--- config.mk ---
export PLATFORM = sky130hd
export DESIGN_NAME = ttc_core
export DESIGN_NICKNAME = d
export VERILOG_FILES = /design/src/verilog/ttc_pkg.sv /design/src/verilog/ttc_evt_if.sv /design/src/verilog/ttc_edge_cond.sv /design/src/verilog/ttc_core.sv
export SDC_FILE = /design/constraint.sdc
export NUM_CORES = 1
export LEC_CHECK = 0
export BUFFER_PORTS_ARGS = -buffer_cell sky130_fd_sc_hd__buf_2
export CAP_MARGIN = 20
export CORE_ASPECT_RATIO = 0.7
export CORE_MARGIN = 2
export CORE_UTILIZATION = 52
export CTS_CLUSTER_SIZE = 40
export DETAILED_ROUTE_END_ITERATION = 8
export PLACE_DENSITY = 0.74
export SETUP_SLACK_MARGIN = 0.02
export SLEW_MARGIN = 15
export SYNTH_ARGS = -nofsm -noshare
export SYNTH_HDL_FRONTEND = slang
export SYNTH_SLANG_ARGS = --single-unit
--- constraint.sdc ---
create_clock -name clk -period 3.2 [get_ports clk]
set_clock_uncertainty 0.1 [all_clocks]
set_input_delay 0.16 -clock clk [delete_from_list [all_inputs] [get_ports clk]]
set_output_delay 0.16 -clock clk [all_outputs]
set_load 0.01 [all_outputs]
--- src/verilog/ttc_pkg.sv ---
/*
  constants for the dual timer/event counter: register offsets,
  field positions and peripheral-cycle state timing.
  assumes a single 200 MHz clock; 12 clocks form one peripheral cycle.
*/
package ttc_pkg;
  // ==========================================================
  // register byte offsets (one aligned word each)
  localparam logic [4:0] OFS_MODE = 5'h00;
  localparam logic [4:0] OFS_CTRL = 5'h04;
  localparam logic [4:0] OFS_LOW0 = 5'h08;
  localparam logic [4:0] OFS_HIGH0 = 5'h0c;
  localparam logic [4:0] OFS_LOW1 = 5'h10;
  localparam logic [4:0] OFS_HIGH1 = 5'h14;
  localparam logic [4:0] OFS_AUX = 5'h18;
  // ==========================================================
  // mode register fields, channel 1 sits four bits higher
  localparam int MODE_LSB = 0;
  localparam int SRC_BIT = 2;
  localparam int GATE_BIT = 3;
  localparam int CH1_SHIFT = 4;
  // control register bits
  localparam int EXT_TYPE0 = 0;
  localparam int EXT_FLAG0 = 1;
  localparam int EXT_TYPE1 = 2;
  localparam int EXT_FLAG1 = 3;
  localparam int RUN0 = 4;
  localparam int OVF0 = 5;
  localparam int RUN1 = 6;
  localparam int OVF1 = 7;
  // reset values
  localparam logic [7:0] MODE_RST = 8'h00;
  localparam logic [7:0] CTRL_RST = 8'h00;
  localparam logic [7:0] COUNT_RST = 8'h00;
  // ==========================================================
  // state timing: states s1p1..s6p2 are phases 0..11
  localparam logic [3:0] PHASES = 4'hc;
  localparam logic [3:0] PH_SAMPLE = 4'h9;
  localparam logic [3:0] PH_UPDATE = 4'h4;
  // operating modes
  localparam logic [1:0] M_13BIT = 2'h0;
  localparam logic [1:0] M_16BIT = 2'h1;
  localparam logic [1:0] M_RELOAD = 2'h2;
  localparam logic [1:0] M_SPLIT = 2'h3;
endpackage : ttc_pkg

--- src/verilog/ttc_evt_if.sv ---
/*
  carries phase strobes to a pin conditioner and its count event back.
  assumes both ends run on the same clock.
*/
`timescale 1ns/1ps
interface ttc_evt_if;
  logic sample_tick; // input_sample_state strobe
  logic update_tick; // count_update_state strobe
  logic count_evt; // one counted falling edge
  modport core (output sample_tick, output update_tick, input count_evt);
  modport cond (input sample_tick, input update_tick, output count_evt);
endinterface : ttc_evt_if

--- src/verilog/ttc_edge_cond.sv ---
/*
  conditions one external count pin: three-flop synchroniser,
  sampling once per peripheral cycle, falling-edge event.
  assumes strobes from the core on the same clock.
*/
`timescale 1ns/1ps
module ttc_edge_cond
  import ttc_pkg::*;
(
  // clock and reset
  input wire logic clk,
  input wire logic resetn,
  // pin and core link
  input wire logic pin,
  ttc_evt_if.cond evt
);
  typedef struct packed
  {
    logic [2:0] sync; // synchroniser chain
    logic stable; // agreed pin level
    logic smp; // last input_sample_state sample
    logic pend; // edge seen, waiting for update state
  } ttc_cond_type;

  ttc_cond_type st_q, st_d;

  // ==========================================================
  // next state
  always_comb
  begin
    st_d = st_q;
    st_d.sync = {st_q.sync[1:0], pin};
    // a change counts once flops two and three agree
    if (st_q.sync[1] == st_q.sync[2])
    begin
      st_d.stable = st_q.sync[2];
    end
    if (evt.sample_tick)
    begin
      st_d.smp = st_q.stable;
      if (st_q.smp && !st_q.stable)
      begin
        st_d.pend = 1'b1;
      end
    end
    if (evt.update_tick)
    begin
      st_d.pend = 1'b0;
    end
  end

  // event may fire only in the update state
  assign evt.count_evt = evt.update_tick && st_q.pend;

  // ==========================================================
  // state register
  always_ff @(posedge clk or negedge resetn)
  begin
    if (!resetn)
    begin
      st_q <= '0;
    end
    else
    begin
      st_q <= st_d;
    end
  end
endmodule : ttc_edge_cond

--- src/verilog/ttc_core.sv ---
/*
  dual 16-bit timer/event counter with avalon-mm register slave.
  assumes pins are asynchronous and an interrupt controller pulses
  the service acknowledges for one cycle.
*/
`timescale 1ns/1ps
module ttc_core
  import ttc_pkg::*;
(
  // clock and reset
  input wire logic clk,
  input wire logic resetn,
  // avalon-mm slave
  input wire logic [4:0] address,
  input wire logic read,
  input wire logic write,
  input wire logic [31:0] writedata,
  output logic [31:0] readdata,
  output logic waitrequest,
  // external pins
  input wire logic count_pin_ch0,
  input wire logic count_pin_ch1,
  input wire logic ext_gate_pin_ch0_n,
  input wire logic ext_gate_pin_ch1_n,
  // serial_port_clock enable, same clock domain
  input wire logic serial_port_clock,
  // interrupt requests and service acknowledges
  output logic ovf_irq_ch0,
  output logic ovf_irq_ch1,
  output logic ext_irq_ch0,
  output logic ext_irq_ch1,
  input wire logic ovf_ack_ch0,
  input wire logic ovf_ack_ch1,
  input wire logic ext_ack_ch0,
  input wire logic ext_ack_ch1
);
  typedef struct packed
  {
    logic [7:0] mode; // counter_mode_register
    logic [7:0] ctrl; // counter_control_register
    logic [7:0] lo0, hi0, lo1, hi1; // count bytes
    logic [1:0] fast; // half-clock special mode per channel
    logic [3:0] phase; // state within peripheral cycle
    logic half; // divide-by-two enable
    logic [5:0] gsync; // two gate synchronisers, 3 flops each
    logic [1:0] gate_lvl; // agreed gate pin levels
    logic ack; // bus answer cycle
    logic [7:0] rdata; // captured read data
  } ttc_state_type;

  ttc_state_type st_q, st_d;
  ttc_evt_if evt0 ();
  ttc_evt_if evt1 ();
  logic en0, en1, tick0, tick1, hi_tick, ovf0_ev, ovf1_ev, wr_en;

  // ==========================================================
  // one channel step: returns {overflow, high, low}
  function automatic logic [16:0] ttc_step(input logic [1:0] m, input logic [7:0] lo,
                                           input logic [7:0] hi);
    logic [16:0] r;
    r = {1'b0, hi, lo};
    unique case (m)
      M_13BIT:
      begin
        r[4:0] = lo[4:0] + 5'h01;
        if (lo[4:0] == 5'h1f)
        begin
          r[15:8] = hi + 8'h01;
          r[16] = (hi == 8'hff);
        end
      end
      M_16BIT:
      begin
        r[7:0] = lo + 8'h01;
        if (lo == 8'hff)
        begin
          r[15:8] = hi + 8'h01;
          r[16] = (hi == 8'hff);
        end
      end
      M_RELOAD:
      begin
        r[7:0] = (lo == 8'hff) ? hi : lo + 8'h01;
        r[16] = (lo == 8'hff);
      end
      M_SPLIT:
      begin
        r = {1'b0, hi, lo};
      end
    endcase
    return r;
  endfunction : ttc_step

  // ==========================================================
  // pin conditioners
  ttc_edge_cond u_cond0 (.clk(clk), .resetn(resetn), .pin(count_pin_ch0), .evt(evt0.cond));
  ttc_edge_cond u_cond1 (.clk(clk), .resetn(resetn), .pin(count_pin_ch1), .evt(evt1.cond));
  // sample to update spans the cycle boundary
  assign evt0.sample_tick = (st_q.phase == PH_SAMPLE);
  assign evt1.sample_tick = (st_q.phase == PH_SAMPLE);
  assign evt0.update_tick = (st_q.phase == PH_UPDATE);
  assign evt1.update_tick = (st_q.phase == PH_UPDATE);

  // ==========================================================
  // count enables and ticks
  // channel 0 fields from low nibble
  // gate pin high lets a gated channel run
  assign en0 = st_q.ctrl[RUN0] && (!st_q.mode[GATE_BIT] || st_q.gate_lvl[0]);
  // channel 1 fields from high nibble
  assign en1 = st_q.ctrl[RUN1] && (!st_q.mode[CH1_SHIFT + GATE_BIT] || st_q.gate_lvl[1]);
  assign tick0 = en0 && (st_q.fast[0] ? st_q.half :
                 st_q.mode[SRC_BIT] ? evt0.count_evt : evt0.update_tick);
  // mode 3 of channel 0 borrows the run bit, so channel 1 keeps ticking
  assign tick1 = en1 && (st_q.fast[1] ? st_q.half :
                 st_q.mode[CH1_SHIFT + SRC_BIT] ? evt1.count_evt : evt1.update_tick);
  // high byte counts serial clock under run bit 1
  assign hi_tick = (st_q.mode[1:0] == M_SPLIT) && st_q.ctrl[RUN1] && serial_port_clock;
  assign wr_en = write && st_q.ack;

  // ==========================================================
  // next state
  always_comb
  begin
    logic [16:0] s0, s1;
    logic [7:0] wd;
    s0 = '0;
    s1 = '0;
    wd = writedata[7:0];
    st_d = st_q;
    ovf0_ev = 1'b0;
    ovf1_ev = 1'b0;
    // state sequencer and half-rate divider
    st_d.phase = (st_q.phase == PHASES - 4'h1) ? 4'h0 : st_q.phase + 4'h1;
    st_d.half = !st_q.half;
    // gate synchronisers: first flop of each chain reads its pin, each later flop the flop before it
    st_d.gsync = {st_q.gsync[4:3], ext_gate_pin_ch1_n, st_q.gsync[1:0], ext_gate_pin_ch0_n};
    if (st_q.gsync[1] == st_q.gsync[2])
    begin
      st_d.gate_lvl[0] = st_q.gsync[2];
    end
    if (st_q.gsync[4] == st_q.gsync[5])
    begin
      st_d.gate_lvl[1] = st_q.gsync[5];
    end
    if (tick0)
    begin
      if (st_q.mode[1:0] == M_SPLIT)
      begin
        // low byte as plain 8-bit channel 0
        st_d.lo0 = st_q.lo0 + 8'h01;
        ovf0_ev = (st_q.lo0 == 8'hff);
      end
      else
      begin
        s0 = ttc_step(st_q.mode[1:0], st_q.lo0, st_q.hi0);
        {ovf0_ev, st_d.hi0, st_d.lo0} = s0;
      end
    end
    if (hi_tick)
    begin
      st_d.hi0 = st_q.hi0 + 8'h01;
      ovf1_ev = (st_q.hi0 == 8'hff);
    end
    if (tick1)
    begin
      s1 = ttc_step(st_q.mode[CH1_SHIFT +: 2], st_q.lo1, st_q.hi1);
      {st_d.hi1, st_d.lo1} = s1[15:0];
      // channel 1 loses its flag while channel 0 splits
      if (st_q.mode[1:0] != M_SPLIT)
      begin
        ovf1_ev = s1[16];
      end
    end
    // bus answer one cycle after the request
    st_d.ack = (read || write) && !st_q.ack;
    if ((read || write) && !st_q.ack)
    begin
      unique case (address)
        OFS_MODE: st_d.rdata = st_q.mode;
        OFS_CTRL: st_d.rdata = st_q.ctrl;
        OFS_LOW0: st_d.rdata = st_q.lo0;
        OFS_HIGH0: st_d.rdata = st_q.hi0;
        OFS_LOW1: st_d.rdata = st_q.lo1;
        OFS_HIGH1: st_d.rdata = st_q.hi1;
        OFS_AUX: st_d.rdata = {6'h00, st_q.fast};
        default: st_d.rdata = 8'h00;
      endcase
    end
    // software writes, held stable by caller
    if (wr_en)
    begin
      unique case (address)
        OFS_MODE: st_d.mode = wd;
        OFS_CTRL: st_d.ctrl = wd;
        OFS_LOW0: st_d.lo0 = wd;
        OFS_HIGH0: st_d.hi0 = wd;
        OFS_LOW1: st_d.lo1 = wd;
        OFS_HIGH1: st_d.hi1 = wd;
        OFS_AUX: st_d.fast = wd[1:0];
        default: st_d.fast = st_d.fast;
      endcase
    end
    if (ovf_ack_ch0)
    begin
      st_d.ctrl[OVF0] = 1'b0;
    end
    if (ovf_ack_ch1)
    begin
      st_d.ctrl[OVF1] = 1'b0;
    end
    // edge-type external flags: service clears
    if (ext_ack_ch0 && st_q.ctrl[EXT_TYPE0])
    begin
      st_d.ctrl[EXT_FLAG0] = 1'b0;
    end
    if (ext_ack_ch1 && st_q.ctrl[EXT_TYPE1])
    begin
      st_d.ctrl[EXT_FLAG1] = 1'b0;
    end
    // external flags: falling edge or low level; set beats any clear
    if (st_q.ctrl[EXT_TYPE0] ? (st_q.gate_lvl[0] && !st_d.gate_lvl[0]) : !st_q.gate_lvl[0])
    begin
      st_d.ctrl[EXT_FLAG0] = 1'b1;
    end
    else if (!st_q.ctrl[EXT_TYPE0])
    begin
      st_d.ctrl[EXT_FLAG0] = 1'b0;
    end
    if (st_q.ctrl[EXT_TYPE1] ? (st_q.gate_lvl[1] && !st_d.gate_lvl[1]) : !st_q.gate_lvl[1])
    begin
      st_d.ctrl[EXT_FLAG1] = 1'b1;
    end
    else if (!st_q.ctrl[EXT_TYPE1])
    begin
      st_d.ctrl[EXT_FLAG1] = 1'b0;
    end
    // rollover sets flag, set beats clear
    if (ovf0_ev)
    begin
      st_d.ctrl[OVF0] = 1'b1;
    end
    if (ovf1_ev)
    begin
      st_d.ctrl[OVF1] = 1'b1;
    end
  end

  // ==========================================================
  // state register
  always_ff @(posedge clk or negedge resetn)
  begin
    if (!resetn)
    begin
      st_q <= '0;
      st_q.mode <= MODE_RST;
      st_q.ctrl <= CTRL_RST;
      st_q.gsync <= 6'h3f;
      st_q.gate_lvl <= 2'h3;
    end
    else
    begin
      st_q <= st_d;
    end
  end

  // outputs
  assign waitrequest = (read || write) && !st_q.ack;
  assign readdata = {24'h000000, st_q.rdata};
  assign ovf_irq_ch0 = st_q.ctrl[OVF0];
  assign ovf_irq_ch1 = st_q.ctrl[OVF1];
  assign ext_irq_ch0 = st_q.ctrl[EXT_FLAG0];
  assign ext_irq_ch1 = st_q.ctrl[EXT_FLAG1];
endmodule : ttc_core

==> summary.txt <==
TritonCTS Buffers: 9
Highest Signal Layer: met4
CTS Hold Bufs: 6
Clk pwr share: 0.309
Tightest Pin Transition: 796 ps
Final Hold Viols: 0
flop-to-flop setup slack: 400 ps
WL met2: 6.76 mm
Worst Hold Class: input pin to flop
Cell Area, Synth: 5520 um^2
post-synthesis cell type count: 70
post-CTS setup repair buffer count: 0
maxcap violations: 0
clock period minus final worst setup slack: 2800 ps
crit path max fanout: 9
Reg-to-Reg End: st_q[31]$_DFF_PN0_
# IOs: 87
combinational share of power: 0.271
drt pass-1 iters: 6
Initial Util: 0.535
ys async rst share: 1.00
GRT overflow: 0
fin. max-slew vios: 0
die height: 90.2 um
root buf cell: clkbuf_16
Initial DRC Count: 699
Mapped Cells: 611
hold path depth: 3
Core Rows: 31
initial antenna violation count: 0
GPL Wtd Cong: 1.01
DRC Markers: 0
leakage: 0.00252 uW
Area Overhead vs Synth: 9.19%
Max IR drop VDD: 0.341 mV
total track usage: 0.295
number of global-route vias before repair: 4790
R2R cell count: 9
CTS-repair resized insts: 0
WHS Endpoint: ext_irq_ch0$_DFFE_PN0P_
Power Total: 3780 uW
Final Setup Violations: 0
most frequent cells in the layout: dfrtp_1, nand2_1, nor2_1, buf_2, nand3_1
power per cell area: 627 nW/um^2
internal power: 2380 uW
commonest non-fill, non-tap cell in the layout: dfrtp_1
Yosys Warn Count: 0
Clock Latency Late Sink: 350 ps
main flop type after synthesis: dfrtp_1
average routed wire per standard cell: 21.6 um
DRT antenna net count: 0
worst path required time: 3300 ps
fin nets: 696
Avg Vias per Cell: 6.66
Peak Freq: 357 MHz
routed vias: 5112
maximum root-to-sink buffer count: 2
Flop pwr share: 0.420
first-pass GRT wire length: 26.3 mm
Period Utilization, post-route: 0.875
Non-Filler Instances: 767
Sink Count: 84
WL final: 16.6 mm
relative slew slack: 0.470
RSZ-0062 raised after global routing: false
Hold Path Origin: ext_ack_ch0
share of layout cells above drive strength 1: 0.153
die width: 127 um
Psw: 1400 uW
Seq/Total Area, Yosys: 0.383
Post-synth EDFFs: 0
Placed Cells: 745
switching share of total power: 0.370
met3 wire length: 1.92 mm
CTS tree: yes
Setup crit end kind: flop
outcome: finished, final reports clean
Port Buffers: 38
WS Path Type: flop to flop
Core ar.: 10300 um^2
arrival time of the worst setup path: 2900 ps
Mean Syn Cell Area: 9.03 um^2
Met1 Wirelength: 7.48 mm
largest net degree at the start of global routing: 85
fillers: 900
H-tree depth: 3
final setup TNS: 0 ps
Clock transition at path regs: 70 ps
worst r2r src: st_q[32]$_DFF_PN0_
# diodes: 0
number of synthesized register bits: 84
Final HPWL DP: 11.9 mm
CP startpoint kind: flop
full die area: 11500 um^2
-- power by group through the flow --
stage | Clock, uW | Combinational, uW | Sequential (uW)
final | 1170 | 1020 | 1590
after floorplan | 0 | 851 | 1390
after global routing | 1230 | 1120 | 1600
after detailed placement | 0 | 986 | 1580
after global placement | 0 | 965 | 1570
after CTS | 1180 | 996 | 1560
-- worst max-delay path: stages, from the launching register on --
cell	delay (ps)
dfrtp_1	500
ha_1	400
and3_1	200
ha_1	200
nor2b_1	60
a2111oi_0	430
buf_4	210
nand3_1	120
a221oi_1	330
a21oi_1	110
-- cell families (layout without fill, tap and decap cells) --
logic type                 Yosys count  after routing  synth area share
AOI/OAI and AO/OA                  174            174             0.228
xor gates and xnor gates             1              1           0.00159
adders and majority gates           19             19            0.0417
buffers and inverters               91             92            0.0869
DFF                                 84             84             0.383
muxes                               32             32            0.0667
other                                1             24          0.000680
and+or+nand+nor                    209            209             0.191
-- Yosys cell counts (all sizes together) (5+ instances only) --
cell | count | area [um^2]
clkbuf | 23 | 87.6
and3 | 11 | 68.8
dfstp | 8 | 210
nand3 | 35 | 175
ha | 16 | 200
dfrtp | 76 | 1900
a22o | 6 | 52.6
a22oi | 10 | 75.1
or3 | 6 | 37.5
nand4 | 10 | 62.6
mux2 | 18 | 203
o22ai | 5 | 31.3
a211oi | 6 | 45.0
nor3 | 13 | 80.1
and2 | 6 | 37.5
nand2b | 6 | 37.5
o21ai | 24 | 120
nor2 | 45 | 169
nand2 | 51 | 191
o31ai | 11 | 82.6
a31oi | 19 | 119
a21oi | 21 | 105
inv | 24 | 90.1
nor2b | 8 | 50.1
buf | 43 | 298
o211ai | 12 | 90.1
mux2i | 12 | 120
a32oi | 7 | 61.3
-- state kept, by name (all words and copies together), names as in the netlist --
register,flops
ovf_irq_ch1,1
st_d,4
readdata,8
ovf_irq_ch0,1
u_cond1.st_d,2
u_cond0.st_q,4
u_cond1.st_q,4
ext_irq_ch0,1
ext_irq_ch1,1
st_q,56
u_cond0.st_d,2
-- through the flow --
step / worst slack [ps] / utilization / hold slack (ps) / cell area [um^2]
final: 400 / 0.584 / 35.0 / 6020
after CTS: 455 / 0.583 / 29.3 / 6020
after global placement: 574 / 0.545 / 166 / 5630
after floorplan: 879 / - / -236 / 5600
after detailed placement: 515 / 0.545 / 166 / 5630
after global routing: 219 / 0.584 / 53.1 / 6020
-- worst max path at each step --
stage,startpoint,to,slack [ps]
2_1_floorplan,st_q[32]$_DFF_PN0_,st_q[31]$_DFF_PN0_,880
3_3_place_gp,st_q[33]$_DFF_PN0_,st_q[31]$_DFF_PN0_,570
3_5_place_dp,st_q[33]$_DFF_PN0_,st_q[31]$_DFF_PN0_,510
4_1_cts,st_q[32]$_DFF_PN0_,st_q[31]$_DFF_PN0_,460
5_1_grt,st_q[32]$_DFF_PN0_,st_q[31]$_DFF_PN0_,220
6_report,st_q[32]$_DFF_PN0_,st_q[31]$_DFF_PN0_,400
-- area by class of cell --
class / count / area (um^2) / area share
tap: 132 / 165 / 0.0274
multi-input combinational: 459 / 3010 / 0.500
clock buffer: 10 / 239 / 0.0397
inverter: 25 / 93.8 / 0.0156
clock inverter: 6 / 92.6 / 0.0154
sequential: 84 / 2110 / 0.351
timing repair buffer: 51 / 309 / 0.0513
-- layer usage --
| metal | global-route usage | vias up |
|---|---|---|
| li1 | - | 2284 |
| met1 | 0.453 | 2470 |
| met2 | 0.397 | 321 |
| met3 | 0.0815 | 37 |
| met4 | 0.0971 | 0 |
| met5 | 0 | - |
Note: power is estimated with default switching activity, not from simulation.
